<file path="src/logic/rrsf_consts.svh">
`ifndef RRSF_CONSTS_SVH
`define RRSF_CONSTS_SVH

`define ADDR_CTRL 4'h0
`define ADDR_OUT 4'h1
`define ADDR_MAP0 4'h2
`define ADDR_MAP1 4'h3
`define ADDR_DIAG 4'h4
`define ADDR_ERR 4'h5
`define ADDR_IRQ_STATUS 4'h6
`define ADDR_IRQ_ENABLE 4'h7
`define ADDR_IRQ_CLEAR 4'h8

`define OUT_DEFAULT 8'h00
`define MAP0_DEFAULT 8'h04
`define MAP1_DEFAULT 8'h08
`define IRQ_ENABLE_DEFAULT 3'h0

`define SOFT_RESET_BIT 0
`define DIAG_UV_BIT 0
`define DIAG_LOP_BIT 1
`define IRQ_FAULT_BIT 0
`define IRQ_UV_BIT 1
`define IRQ_LOP_BIT 2

`endif

</file>
<file path="src/logic/rrsf_pkg.sv">
package rrsf_pkg;
  typedef logic [7:0] chan_vec_t;
  typedef logic [3:0] reg_addr_t;
  typedef logic [7:0] reg_data_t;
  typedef logic [2:0] irq_vec_t;
  typedef logic [30:0] pin_vec_t;
endpackage

</file>
<file path="src/logic/supply_ctl_if.sv">
`timescale 1ns/1ps
`default_nettype none
interface supply_ctl_if;
  import rrsf_pkg::*;
  logic soft_reset;
  logic diag_read;
  logic operative;
  logic load_uv;
  logic load_op;
  logic lop;
  chan_vec_t err_clr;
  chan_vec_t drive;
  chan_vec_t inv_cur;
  chan_vec_t over_temp;
  chan_vec_t over_load;
  chan_vec_t ch_on;
  chan_vec_t err;
  logic err_event;
  logic uv_flag;
  logic lop_flag;
  logic uv_event;
  logic lop_event;

  modport flags (
    input soft_reset,
    input diag_read,
    input operative,
    input load_uv,
    input load_op,
    input lop,
    output uv_flag,
    output lop_flag,
    output uv_event,
    output lop_event
  );

  modport prot (
    input drive,
    input inv_cur,
    input over_temp,
    input over_load,
    input err_clr,
    output ch_on,
    output err,
    output err_event
  );
endinterface
`default_nettype wire

</file>
<file path="src/logic/register_reset_supply_flags.sv">
// Summary of operation
// Logic supply missing or undervoltage returns all configuration registers to defaults; here undervoltage leaves irq_enable_reg unchanged.
// Standby pin low holds all configuration registers at their defaults; here irq_enable_reg is not held and still takes writes.
// Writing one to the soft reset request bit resets configuration registers.
// Soft reset leaves the per-channel fault flags unchanged.
// Soft reset clears load undervoltage and logic low power flags.
// Register reset turns channels off unless a parallel input drives them; mapping defaults.
// Operative device with load supply undervoltage sets the load undervoltage flag.
// Load undervoltage flag clears at first diagnosis read after load supply recovers.
// Logic supply in low power range sets the low power flag.
// Low power flag clears at first diagnosis read after logic supply recovers.
// A channel under inverse current keeps its present on or off state.
// Under inverse current an on channel may flag a fault on over-temperature.
// No over-load or over-temperature shutdown while inverse current is applied.
// The soft reset request bit clears itself and reads back zero afterwards.
//
// The placing of the registers and the plain strobed port were chosen for this implementation.
`timescale 1ns/1ps
`default_nettype none
`include "rrsf_consts.svh"
module register_reset_supply_flags
  import rrsf_pkg::*;
(
  input wire logic CLK,
  input wire logic SYS_RST,
  input wire logic [3:0] ADDR,
  input wire logic [7:0] WDATA,
  input wire logic WR,
  input wire logic RD,
  output logic [7:0] RDATA,
  input wire logic STANDBY_N,
  input wire logic [1:0] PARALLEL_INPUT_PINS,
  input wire logic LOGIC_UV,
  input wire logic LOGIC_LOP,
  input wire logic LOAD_UV,
  input wire logic LOAD_OP,
  input wire logic [7:0] INV_CUR,
  input wire logic [7:0] OVER_TEMP,
  input wire logic [7:0] OVER_LOAD,
  output logic [7:0] CHANNEL_ON,
  output logic IRQ
);
  supply_ctl_if ctl ();

  pin_vec_t pin_raw;
  pin_vec_t sync1_reg;
  pin_vec_t sync2_reg;
  logic standby_n;
  logic [1:0] par_in;
  logic logic_uv;
  logic cfg_reset;
  logic soft_req_reg;
  chan_vec_t out_reg;
  chan_vec_t map0_reg;
  chan_vec_t map1_reg;
  irq_vec_t irq_status_reg;
  irq_vec_t irq_enable_reg;
  irq_vec_t irq_event;
  irq_vec_t irq_clear;
  reg_data_t rdata_reg;
  logic irq_reg;

  function automatic logic hit(input reg_addr_t a, input reg_addr_t target);
    hit = (a == target);
  endfunction

  // All pins and monitor levels are asynchronous to CLK
  assign pin_raw = {STANDBY_N, PARALLEL_INPUT_PINS, LOGIC_UV, LOGIC_LOP, LOAD_UV, LOAD_OP,
                    INV_CUR, OVER_TEMP, OVER_LOAD};

  always_ff @(posedge CLK) begin
    if (SYS_RST) begin
      sync1_reg <= 31'h00000000;
      sync2_reg <= 31'h00000000;
    end else begin
      sync1_reg <= pin_raw;
      sync2_reg <= sync1_reg;
    end
  end

  assign standby_n = sync2_reg[30];
  assign par_in = sync2_reg[29:28];
  assign logic_uv = sync2_reg[27];
  assign ctl.lop = sync2_reg[26];
  assign ctl.load_uv = sync2_reg[25];
  assign ctl.load_op = sync2_reg[24];
  assign ctl.inv_cur = sync2_reg[23:16];
  assign ctl.over_temp = sync2_reg[15:8];
  assign ctl.over_load = sync2_reg[7:0];

  assign ctl.operative = standby_n & ~logic_uv;
  assign ctl.soft_reset = soft_req_reg;
  // Logic supply loss also asserts SYS_RST, which defaults everything
  assign cfg_reset = logic_uv | ~standby_n | soft_req_reg;

  // Request lives one cycle: it performs the reset, then drops
  always_ff @(posedge CLK) begin
    if (SYS_RST) begin
      soft_req_reg <= 1'b0;
    end else if (soft_req_reg) begin
      soft_req_reg <= 1'b0;
    end else begin
      soft_req_reg <= WR & hit(ADDR, `ADDR_CTRL) & WDATA[`SOFT_RESET_BIT] & ctl.operative;
    end
  end

  // Writes are ignored while any register reset is asserted
  always_ff @(posedge CLK) begin
    if (SYS_RST || cfg_reset) begin
      out_reg <= `OUT_DEFAULT;
      map0_reg <= `MAP0_DEFAULT;
      map1_reg <= `MAP1_DEFAULT;
    end else if (WR) begin
      if (hit(ADDR, `ADDR_OUT)) begin
        out_reg <= WDATA;
      end
      if (hit(ADDR, `ADDR_MAP0)) begin
        map0_reg <= WDATA;
      end
      if (hit(ADDR, `ADDR_MAP1)) begin
        map1_reg <= WDATA;
      end
    end
  end

  // Parallel inputs keep driving their mapped channels through a register reset, but not through SYS_RST
  assign ctl.drive = out_reg | (par_in[0] ? map0_reg : 8'h00) | (par_in[1] ? map1_reg : 8'h00);
  assign ctl.err_clr = (WR && hit(ADDR, `ADDR_ERR)) ? WDATA : 8'h00;
  assign ctl.diag_read = RD & hit(ADDR, `ADDR_DIAG);

  supply_flags u_flags (
    .clk(CLK),
    .sys_rst(SYS_RST),
    .bus(ctl.flags)
  );

  channel_protect u_prot (
    .clk(CLK),
    .sys_rst(SYS_RST),
    .bus(ctl.prot)
  );

  assign irq_event = {ctl.lop_event, ctl.uv_event, ctl.err_event};
  assign irq_clear = (WR && hit(ADDR, `ADDR_IRQ_CLEAR)) ? WDATA[2:0] : 3'h0;

  // New events win over a clear in the same cycle
  always_ff @(posedge CLK) begin
    if (SYS_RST) begin
      irq_status_reg <= 3'h0;
    end else begin
      irq_status_reg <= (irq_status_reg & ~irq_clear) | irq_event;
    end
  end

  always_ff @(posedge CLK) begin
    if (SYS_RST) begin
      irq_enable_reg <= `IRQ_ENABLE_DEFAULT;
    end else if (WR && hit(ADDR, `ADDR_IRQ_ENABLE)) begin
      irq_enable_reg <= WDATA[2:0];
    end
  end

  always_ff @(posedge CLK) begin
    if (SYS_RST) begin
      irq_reg <= 1'b0;
    end else begin
      irq_reg <= |(irq_status_reg & irq_enable_reg);
    end
  end

  // Diagnosis readout returns the flags as they stood before the clear
  always_ff @(posedge CLK) begin
    if (SYS_RST) begin
      rdata_reg <= 8'h00;
    end else if (RD) begin
      unique case (ADDR)
        `ADDR_CTRL: rdata_reg <= {7'h00, soft_req_reg};
        `ADDR_OUT: rdata_reg <= out_reg;
        `ADDR_MAP0: rdata_reg <= map0_reg;
        `ADDR_MAP1: rdata_reg <= map1_reg;
        `ADDR_DIAG: rdata_reg <= {6'h00, ctl.lop_flag, ctl.uv_flag};
        `ADDR_ERR: rdata_reg <= ctl.err;
        `ADDR_IRQ_STATUS: rdata_reg <= {5'h00, irq_status_reg};
        `ADDR_IRQ_ENABLE: rdata_reg <= {5'h00, irq_enable_reg};
        default: rdata_reg <= 8'h00;
      endcase
    end else begin
      rdata_reg <= 8'h00;
    end
  end

  assign RDATA = rdata_reg;
  assign CHANNEL_ON = ctl.ch_on;
  assign IRQ = irq_reg;
endmodule
`default_nettype wire

</file>
<file path="src/logic/supply_flags.sv">
`timescale 1ns/1ps
`default_nettype none
module supply_flags
  import rrsf_pkg::*;
(
  input wire logic clk,
  input wire logic sys_rst,
  supply_ctl_if.flags bus
);
  logic uv_set;
  logic uv_clr;
  logic lop_set;
  logic lop_clr;

  // Set has priority so a dip during a readout is never lost
  assign uv_set = bus.operative & bus.load_uv;
  assign uv_clr = bus.soft_reset | (bus.diag_read & bus.load_op & ~bus.load_uv);
  assign lop_set = bus.lop;
  assign lop_clr = bus.soft_reset | (bus.diag_read & ~bus.lop);

  always_ff @(posedge clk) begin
    if (sys_rst) begin
      bus.uv_flag <= 1'b0;
      bus.uv_event <= 1'b0;
    end else begin
      bus.uv_event <= uv_set & ~bus.uv_flag;
      if (uv_set) begin
        bus.uv_flag <= 1'b1;
      end else if (uv_clr) begin
        bus.uv_flag <= 1'b0;
      end
    end
  end

  always_ff @(posedge clk) begin
    if (sys_rst) begin
      bus.lop_flag <= 1'b0;
      bus.lop_event <= 1'b0;
    end else begin
      bus.lop_event <= lop_set & ~bus.lop_flag;
      if (lop_set) begin
        bus.lop_flag <= 1'b1;
      end else if (lop_clr) begin
        bus.lop_flag <= 1'b0;
      end
    end
  end
endmodule
`default_nettype wire

</file>
<file path="src/logic/channel_protect.sv">
`timescale 1ns/1ps
`default_nettype none
module channel_protect
  import rrsf_pkg::*;
(
  input wire logic clk,
  input wire logic sys_rst,
  supply_ctl_if.prot bus
);
  chan_vec_t latch_reg;
  chan_vec_t trip;
  chan_vec_t err_set;

  // No over-load or over-temperature trip on a channel under inverse current
  assign trip = bus.ch_on & ~bus.inv_cur & (bus.over_temp | bus.over_load);
  assign err_set = trip | (bus.ch_on & bus.inv_cur & bus.over_temp);

  always_ff @(posedge clk) begin
    if (sys_rst) begin
      bus.ch_on <= 8'h00;
    end else begin
      // Inverse current freezes the present state
      bus.ch_on <= (bus.inv_cur & bus.ch_on) | (~bus.inv_cur & bus.drive & ~latch_reg & ~trip);
    end
  end

  always_ff @(posedge clk) begin
    if (sys_rst) begin
      latch_reg <= 8'h00;
    end else begin
      latch_reg <= (latch_reg & ~bus.err_clr) | trip;
    end
  end

  // Untouched by the soft reset so fault history survives it
  always_ff @(posedge clk) begin
    if (sys_rst) begin
      bus.err <= 8'h00;
      bus.err_event <= 1'b0;
    end else begin
      bus.err <= (bus.err & ~bus.err_clr) | err_set;
      bus.err_event <= |(err_set & ~bus.err);
    end
  end
endmodule
`default_nettype wire

</file>
<file path="config.mk">
export PLATFORM = sky130hd
export DESIGN_NAME = register_reset_supply_flags
export DESIGN_NICKNAME = d
export VERILOG_FILES = /design/src/logic/rrsf_pkg.sv /design/src/logic/supply_ctl_if.sv /design/src/logic/register_reset_supply_flags.sv /design/src/logic/supply_flags.sv /design/src/logic/channel_protect.sv
export VERILOG_INCLUDE_DIRS = /design/src /design/src/logic
export SDC_FILE = /design/constraint.sdc
export NUM_CORES = 1
export LEC_CHECK = 0
export BUFFER_PORTS_ARGS = -buffer_cell sky130_fd_sc_hd__buf_2
export CAP_MARGIN = 20
export CORE_MARGIN = 10
export CORE_UTILIZATION = 64
export CTS_BUF_LIST = sky130_fd_sc_hd__clkbuf_2
export CTS_CLUSTER_DIAMETER = 200
export DETAILED_ROUTE_END_ITERATION = 7
export HOLD_SLACK_MARGIN = 0.1
export PLACE_DENSITY = 0.87
export SYNTH_ARGS = -nofsm -noshare
export SYNTH_HDL_FRONTEND = slang
export SYNTH_SLANG_ARGS = --single-unit
</file>
<file path="constraint.sdc">
create_clock -name CLK -period 2.28 [get_ports CLK]
set_input_delay 0.342 -clock CLK [delete_from_list [all_inputs] [get_ports CLK]]
set_output_delay 0.342 -clock CLK [all_outputs]
set_load 0.01 [all_outputs]
</file>
==> impl_metrics.toml, run 1 <==
[finish]
areaGrowthSynthToFinish_pct = 22.46
antennaDiodeCount = 0
nFillCells = 450
drive_above_1_share_pct = 17.11
nNetsFinal = 636

[synth]
ys.warnings.count = 0
synth_cells = 488
synth_top_flop_cell = "dfxtp_1"
synth.distinct_cells = 44
async_reset_ff_share_pct = 0
synth_area_per_cell_sq_um = 9.738
ys_ff_latch = 131
ys_seq_area_share_pct = 55.19
syn_area_sq_um = 4752
synth_edf_count = 0
syn_nets = 535

[critical_path]
worstSetupStartpointType = "flop"
path_class = "flop to output port"
critPathCaptureType = "output port"
critPathTopFamily = "flip-flops"
cp_cell_sequence = "buf_2"
required_ns = 1.94
path_max_fanout = 4
slowest_stage = "dfxtp_1"
max_stage_delay_ns = 0.45
arrival_ns = 1.27
cp_num_buf_inv = 1

[timing]
fin_crit_ns = 1.614
fin_crit_sh_pct = 70.81
setup_violations = 0
rsz0062_at_grt = "false"
relSlewSlack_pct = 40.41
max_freq_mhz = 619.4
fin_skew_ns = 0.03634
fin_setup_tns_ns = 0
worst_pin_slew_ns = 0.8938
hold_viol_final = 0
finalMaxSlewViolations = 0

[global_route]
grt_usage_pct = 20.97
grt_pass1_vias = 3751
grt_pass1_wl_mm = 18.92
grt_max_degree = 98
grt_antenna_before_repair = 0
grt_overflow_total = 0

[drt]
initialDrtViolationCount = 175
vias = 3818
post_drt_via_cell_ratio = 5.447
routedWlPerCell_microns = 16.79
route.antenna.remaining_nets = 0
dr.pass1.iters = 5
drc_errors = 0
routed_wl_mm = 11.77

[outcome]
outcome = "complete, no violations"

[min_path]
hold_class = "input port to flop"

[place]
port_buffers = 63
hpwl_mm = 7.360
place_congestion = 0.9469

[cts]
cts_tree = "built"
cts_max_path_buffers = 2
cts-root-buf = "clkbuf_2"
clk_pin_slew_ns = 0.20
cts-resized-gates = 0
clock_latency_ns = 0.68
htreeDepth = 4
cts_buffers = 17
clock-sinks = 131

[floorplanning]
rows = 31
die_area_sq_um = 11270
die_h_microns = 106.2
die_w_microns = 106.2
coreArea_sq_um = 7253
io_pins = 64
start_util_pct = 65.52

[pwr]
p_per_area_nw_per_um2 = 748.3
p_total_mw = 4.355
ir_worst_vdd_mv = 0.5612
p_leak_nw = 2.244

[flow_run]
max-cap-violations = 0
[synth_stat cells, types with 2 or more instances]
master,instances,share of area (%)
a211o_1,2,0.37
o211ai_1,8,1.3
mux2i_1,26,5.5
a221o_1,8,1.7
buf_6,3,0.71
nor2_1,42,3.3
buf_2,9,0.95
and2_1,4,0.53
nand4_1,4,0.53
nand2b_1,2,0.26
o22ai_1,10,1.3
buf_4,2,0.32
buf_1,2,0.16
o21ai_0,8,0.84
nor3b_1,2,0.32
and3_1,3,0.39
a22o_1,2,0.37
a31oi_1,3,0.39
a21oi_1,30,3.2
inv_1,11,0.87
nand3_1,21,2.2
clkbuf_1,14,1.1
nor2b_1,79,10
nand2_1,35,2.8
dfxtp_1,131,55
a32oi_1,9,1.7
[where the power goes]
part	internal [mW]	total (mW)	switching, mW
Combinational	0.140	0.279	0.140
Clock	0.770	1.70	0.926
Sequential	2.35	2.38	0.0280
Total	3.26	4.35	1.09
[metrics by stage]
step / instances / instance area [sq um] / hold slack [ns] / worst slack (ns) / utilization [%]
6_report: 701 / 5819 / 0.2558 / 0.6656 / 80.23
5_1_grt: 701 / 5819 / 0.2131 / 0.5730 / 80.23
4_1_cts: 701 / 5819 / 0.2136 / 0.6251 / 80.23
3_5_place_dp: 625 / 5075 / 0.4241 / 0.3510 / 69.97
3_3_place_gp: 625 / 5075 / 0.4188 / 0.4642 / 69.97
2_1_floorplan: 488 / 4752 / 0.4127 / 0.8776 / -
[layout make-up]
cell class	instances	area (sq um)	share of cell area (%)
multi-input cells	316	1934	33.24
flip-flops and latches	131	2623	45.07
clock inverters	14	214.0	3.677
clock buffers	18	90.09	1.548
inverters	11	41.29	0.7095
well taps	99	123.9	2.129
repair buffers	112	793.3	13.63
[routing by layer]
layer | track usage, % | share of wire, % | wire, microns | vias up
met5 | 0 | 0 | 0 | -
met4 | 6.480 | 0.72 | 85 | 0
met3 | 6.582 | 7.0 | 821 | 11
met2 | 36.40 | 50 | 5902 | 137
met1 | 24.13 | 42 | 4962 | 1783
li1 | - | - | - | 1887
[timing repair]
action	in CTS	in global routing
hold endpoints to repair	80	0
setup buffers	0	0
hold buffers	44	0
[cells in the final DEF (no fill, tap or decap), types with 2 or more instances in the layout]
master and instances:
o22ai_1 10, clkbuf_2 18, a21oi_1 30, buf_2 63
bufinv_16 4, nand4_1 4, inv_6 6, inv_8 3
and3_1 3, o21ai_0 8, o211ai_1 8, nor2_1 42
and2_1 4, buf_4 5, dlygate4sd3_1 44, a31oi_1 3
mux2i_1 26, nand3_1 21, inv_1 11, nand2_1 35
nand2b_1 2, a22o_1 2, dfxtp_1 131, nor2b_1 79
a211o_1 2, a221o_1 8, a32oi_1 9, nor3b_1 2
[cells by family after synthesis]
logic type | after synthesis | share of synthesized area (%)
AND/OR/NAND/NOR | 199 | 22.04
flip-flops | 131 | 55.19
AO/OA/AOI/OAI | 90 | 12.95
buffers and inverters | 41 | 4.107
multiplexers | 27 | 5.714
[final timing paths]
path,slack [ns],depth (start not counted),start,endpoint
hold reg to reg,0.43,1,sync1_reg[9],sync2_reg[9]
setup / recovery,0.67,1,u_prot.bus.ch_on[2],CHANNEL_ON[2]
hold / removal,0.26,3,ADDR[0],RDATA[5]
setup reg to reg,0.68,4,sync2_reg[27],out_reg[4]
Note: power is estimated with default switching activity, not from simulation.
==> run 2: changes to the inputs <==
Settings changed: CORE_UTILIZATION 64 to 53, PLACE_DENSITY 0.87 to 0.77.
Clock period 2.28 ns to 1.45 ns, I/O delays scaled along.
==> run 2 against run 1 <==
  * Sequential share of layout area down 5.0 points
  * Via count is 8.6% higher
  * Sequential power rose by 57%
  * Global-route usage shrank 2.3 points
  * Register-to-register slack worse by 0.64 ns
  * Hold slack lost 0.14 ns
  * Final cell count rose by 12%
  * Clock-buffer cell count down 1
  * Routed wire length is 6.6% higher
  * Clock skew about the same
  * Combinational power rose by 110%
  * Highest routed layer unchanged
==> impl_metrics.toml, run 2 (synthesis gave the netlist of run 1 again) <==
[timing]
setup_ws_ns = 0.002268
rsz0062_at_grt = "true"
hold_viol_final = 0
finalMaxSlewViolations = 0
fin_skew_ns = 0.03663
setup_violations = 0
fin_hold_ws_ns = 0.1147
worst_pin_slew_ns = 0.4281
relSlewSlack_pct = 71.46
fin_crit_sh_pct = 99.84
max_freq_mhz = 690.7
fin_crit_ns = 1.448

[min_path]
hold_start = "ADDR[1]"
hold_class = "input port to flop"

[outcome]
outcome = "complete, no violations"

[cts]
cts_buffers = 17
clock-sinks = 131
cts_max_path_buffers = 2
clk_pin_slew_ns = 0.22
htreeDepth = 4
cts_tree = "built"
clock_latency_ns = 0.68
cts-root-buf = "clkbuf_2"

[global_route]
grt_overflow_total = 0
grt_usage_pct = 18.70
grt_pass1_wl_mm = 19.76
grt_max_degree = 83
grt_antenna_before_repair = 1
grt_pass1_vias = 3982

[critical_path]
r2r-start = "sync2_reg[19]"
required_ns = 2.09
path_class = "input port to flop"
path_max_fanout = 10
worstSetupStartpointType = "input port"
critPathCaptureType = "flop"
arrival_ns = 2.09
worstSetupStartpoint = "ADDR[0]"

[pwr]
p_per_area_nw_per_um2 = 1034
ir_worst_vdd_mv = 0.9220
p_leak_nw = 2.624

[drt]
route.antenna.remaining_nets = 0
vias = 4146
routed_wl_mm = 12.54
routedWlPerCell_microns = 16.02
drc_errors = 0
dr.pass1.iters = 5
post_drt_via_cell_ratio = 5.295
initialDrtViolationCount = 290

[place]
place_area_sq_um = 5224
port_buffers = 63
hpwl_mm = 7.547
place_congestion = 0.8846
dp_slack_ns = 0.04217

[finish]
multi_input_area_sq_um = 1956
areaGrowthSynthToFinish_pct = 38.34
nFillCells = 569
layout_commonest_cell = "dfxtp_1"
drive_above_1_share_pct = 22.11
finalInstanceArea_sq_um = 6574
layout_common_cells = "121 x dfxtp_1, 82 x dlygate4sd3_1, 78 x nor2b_1"
regArea_sq_um = 2635
nNetsFinal = 708

[floorplanning]
io_pins = 64
rows = 34
coreArea_sq_um = 8721
die_area_sq_um = 13150
die_w_microns = 114.7
start_util_pct = 54.49
die_h_microns = 114.7

[flow_run]
max-cap-violations = 0
run 2: cell type report:
cell class	instances	share of cell area, %
Antenna cell	1	0.03807
Clock buffer	17	1.294
Clock inverter	15	2.931
Inverter	11	0.6281
Multi-Input combinational cell	316	29.75
Sequential cell	131	40.08
Tap cell	108	2.056
Timing Repair Buffer	184	23.22
run 2: final timing paths:
path              slack [ns]                   end  depth (start not counted)
setup / recovery       0.002        ctl.soft_reset                          6
hold / removal          0.11            out_reg[6]                          5
setup reg to reg        0.04  u_prot.bus.err_event                          4
hold reg to reg         0.45         sync2_reg[18]                          1
run 2: critical path: stages:
cell           delay (ns)
buf_2                0.16
dlygate4sd3_1        0.63
nor2_1               0.27
nand4_1              0.14
dlygate4sd3_1        0.57
nor2_1               0.10
run 2: metal layers:
layer / track usage [%] / vias up / part of all wire, %
li1: - / 2033 / -
met1: 22.94 / 1931 / 41
met2: 30.88 / 158 / 50
met3: 4.822 / 24 / 7.0
met4: 6.848 / 0 / 1.9
met5: 0 / - / 0
run 2: where the power goes:
part	internal (mW)	switching [mW]	total, mW
Combinational	0.330	0.248	0.579
Sequential	3.70	0.0444	3.74
Clock	1.01	1.46	2.48
run 2: per-stage QoR:
stage | setup TNS [ns] | util [%] | cells | power [mW]
after global routing | -0.1861 | 75.38 | 783 | 7.068
after global placement | 0 | 59.90 | 649 | 4.163
after floorplan | 0 | - | 488 | 4.016
final | 0 | 75.38 | 783 | 6.796
after CTS | 0 | 73.41 | 770 | 6.764
after detailed placement | 0 | 59.90 | 649 | 4.170
run 2: repair_timing:
action,in CTS,in global routing
pin swaps,0,1
gates resized for setup,11,29
setup endpoints to repair,8,25
hold buffers,84,0
setup buffers,5,11
endpoints found under the hold margin,128,0
cloned,0,2
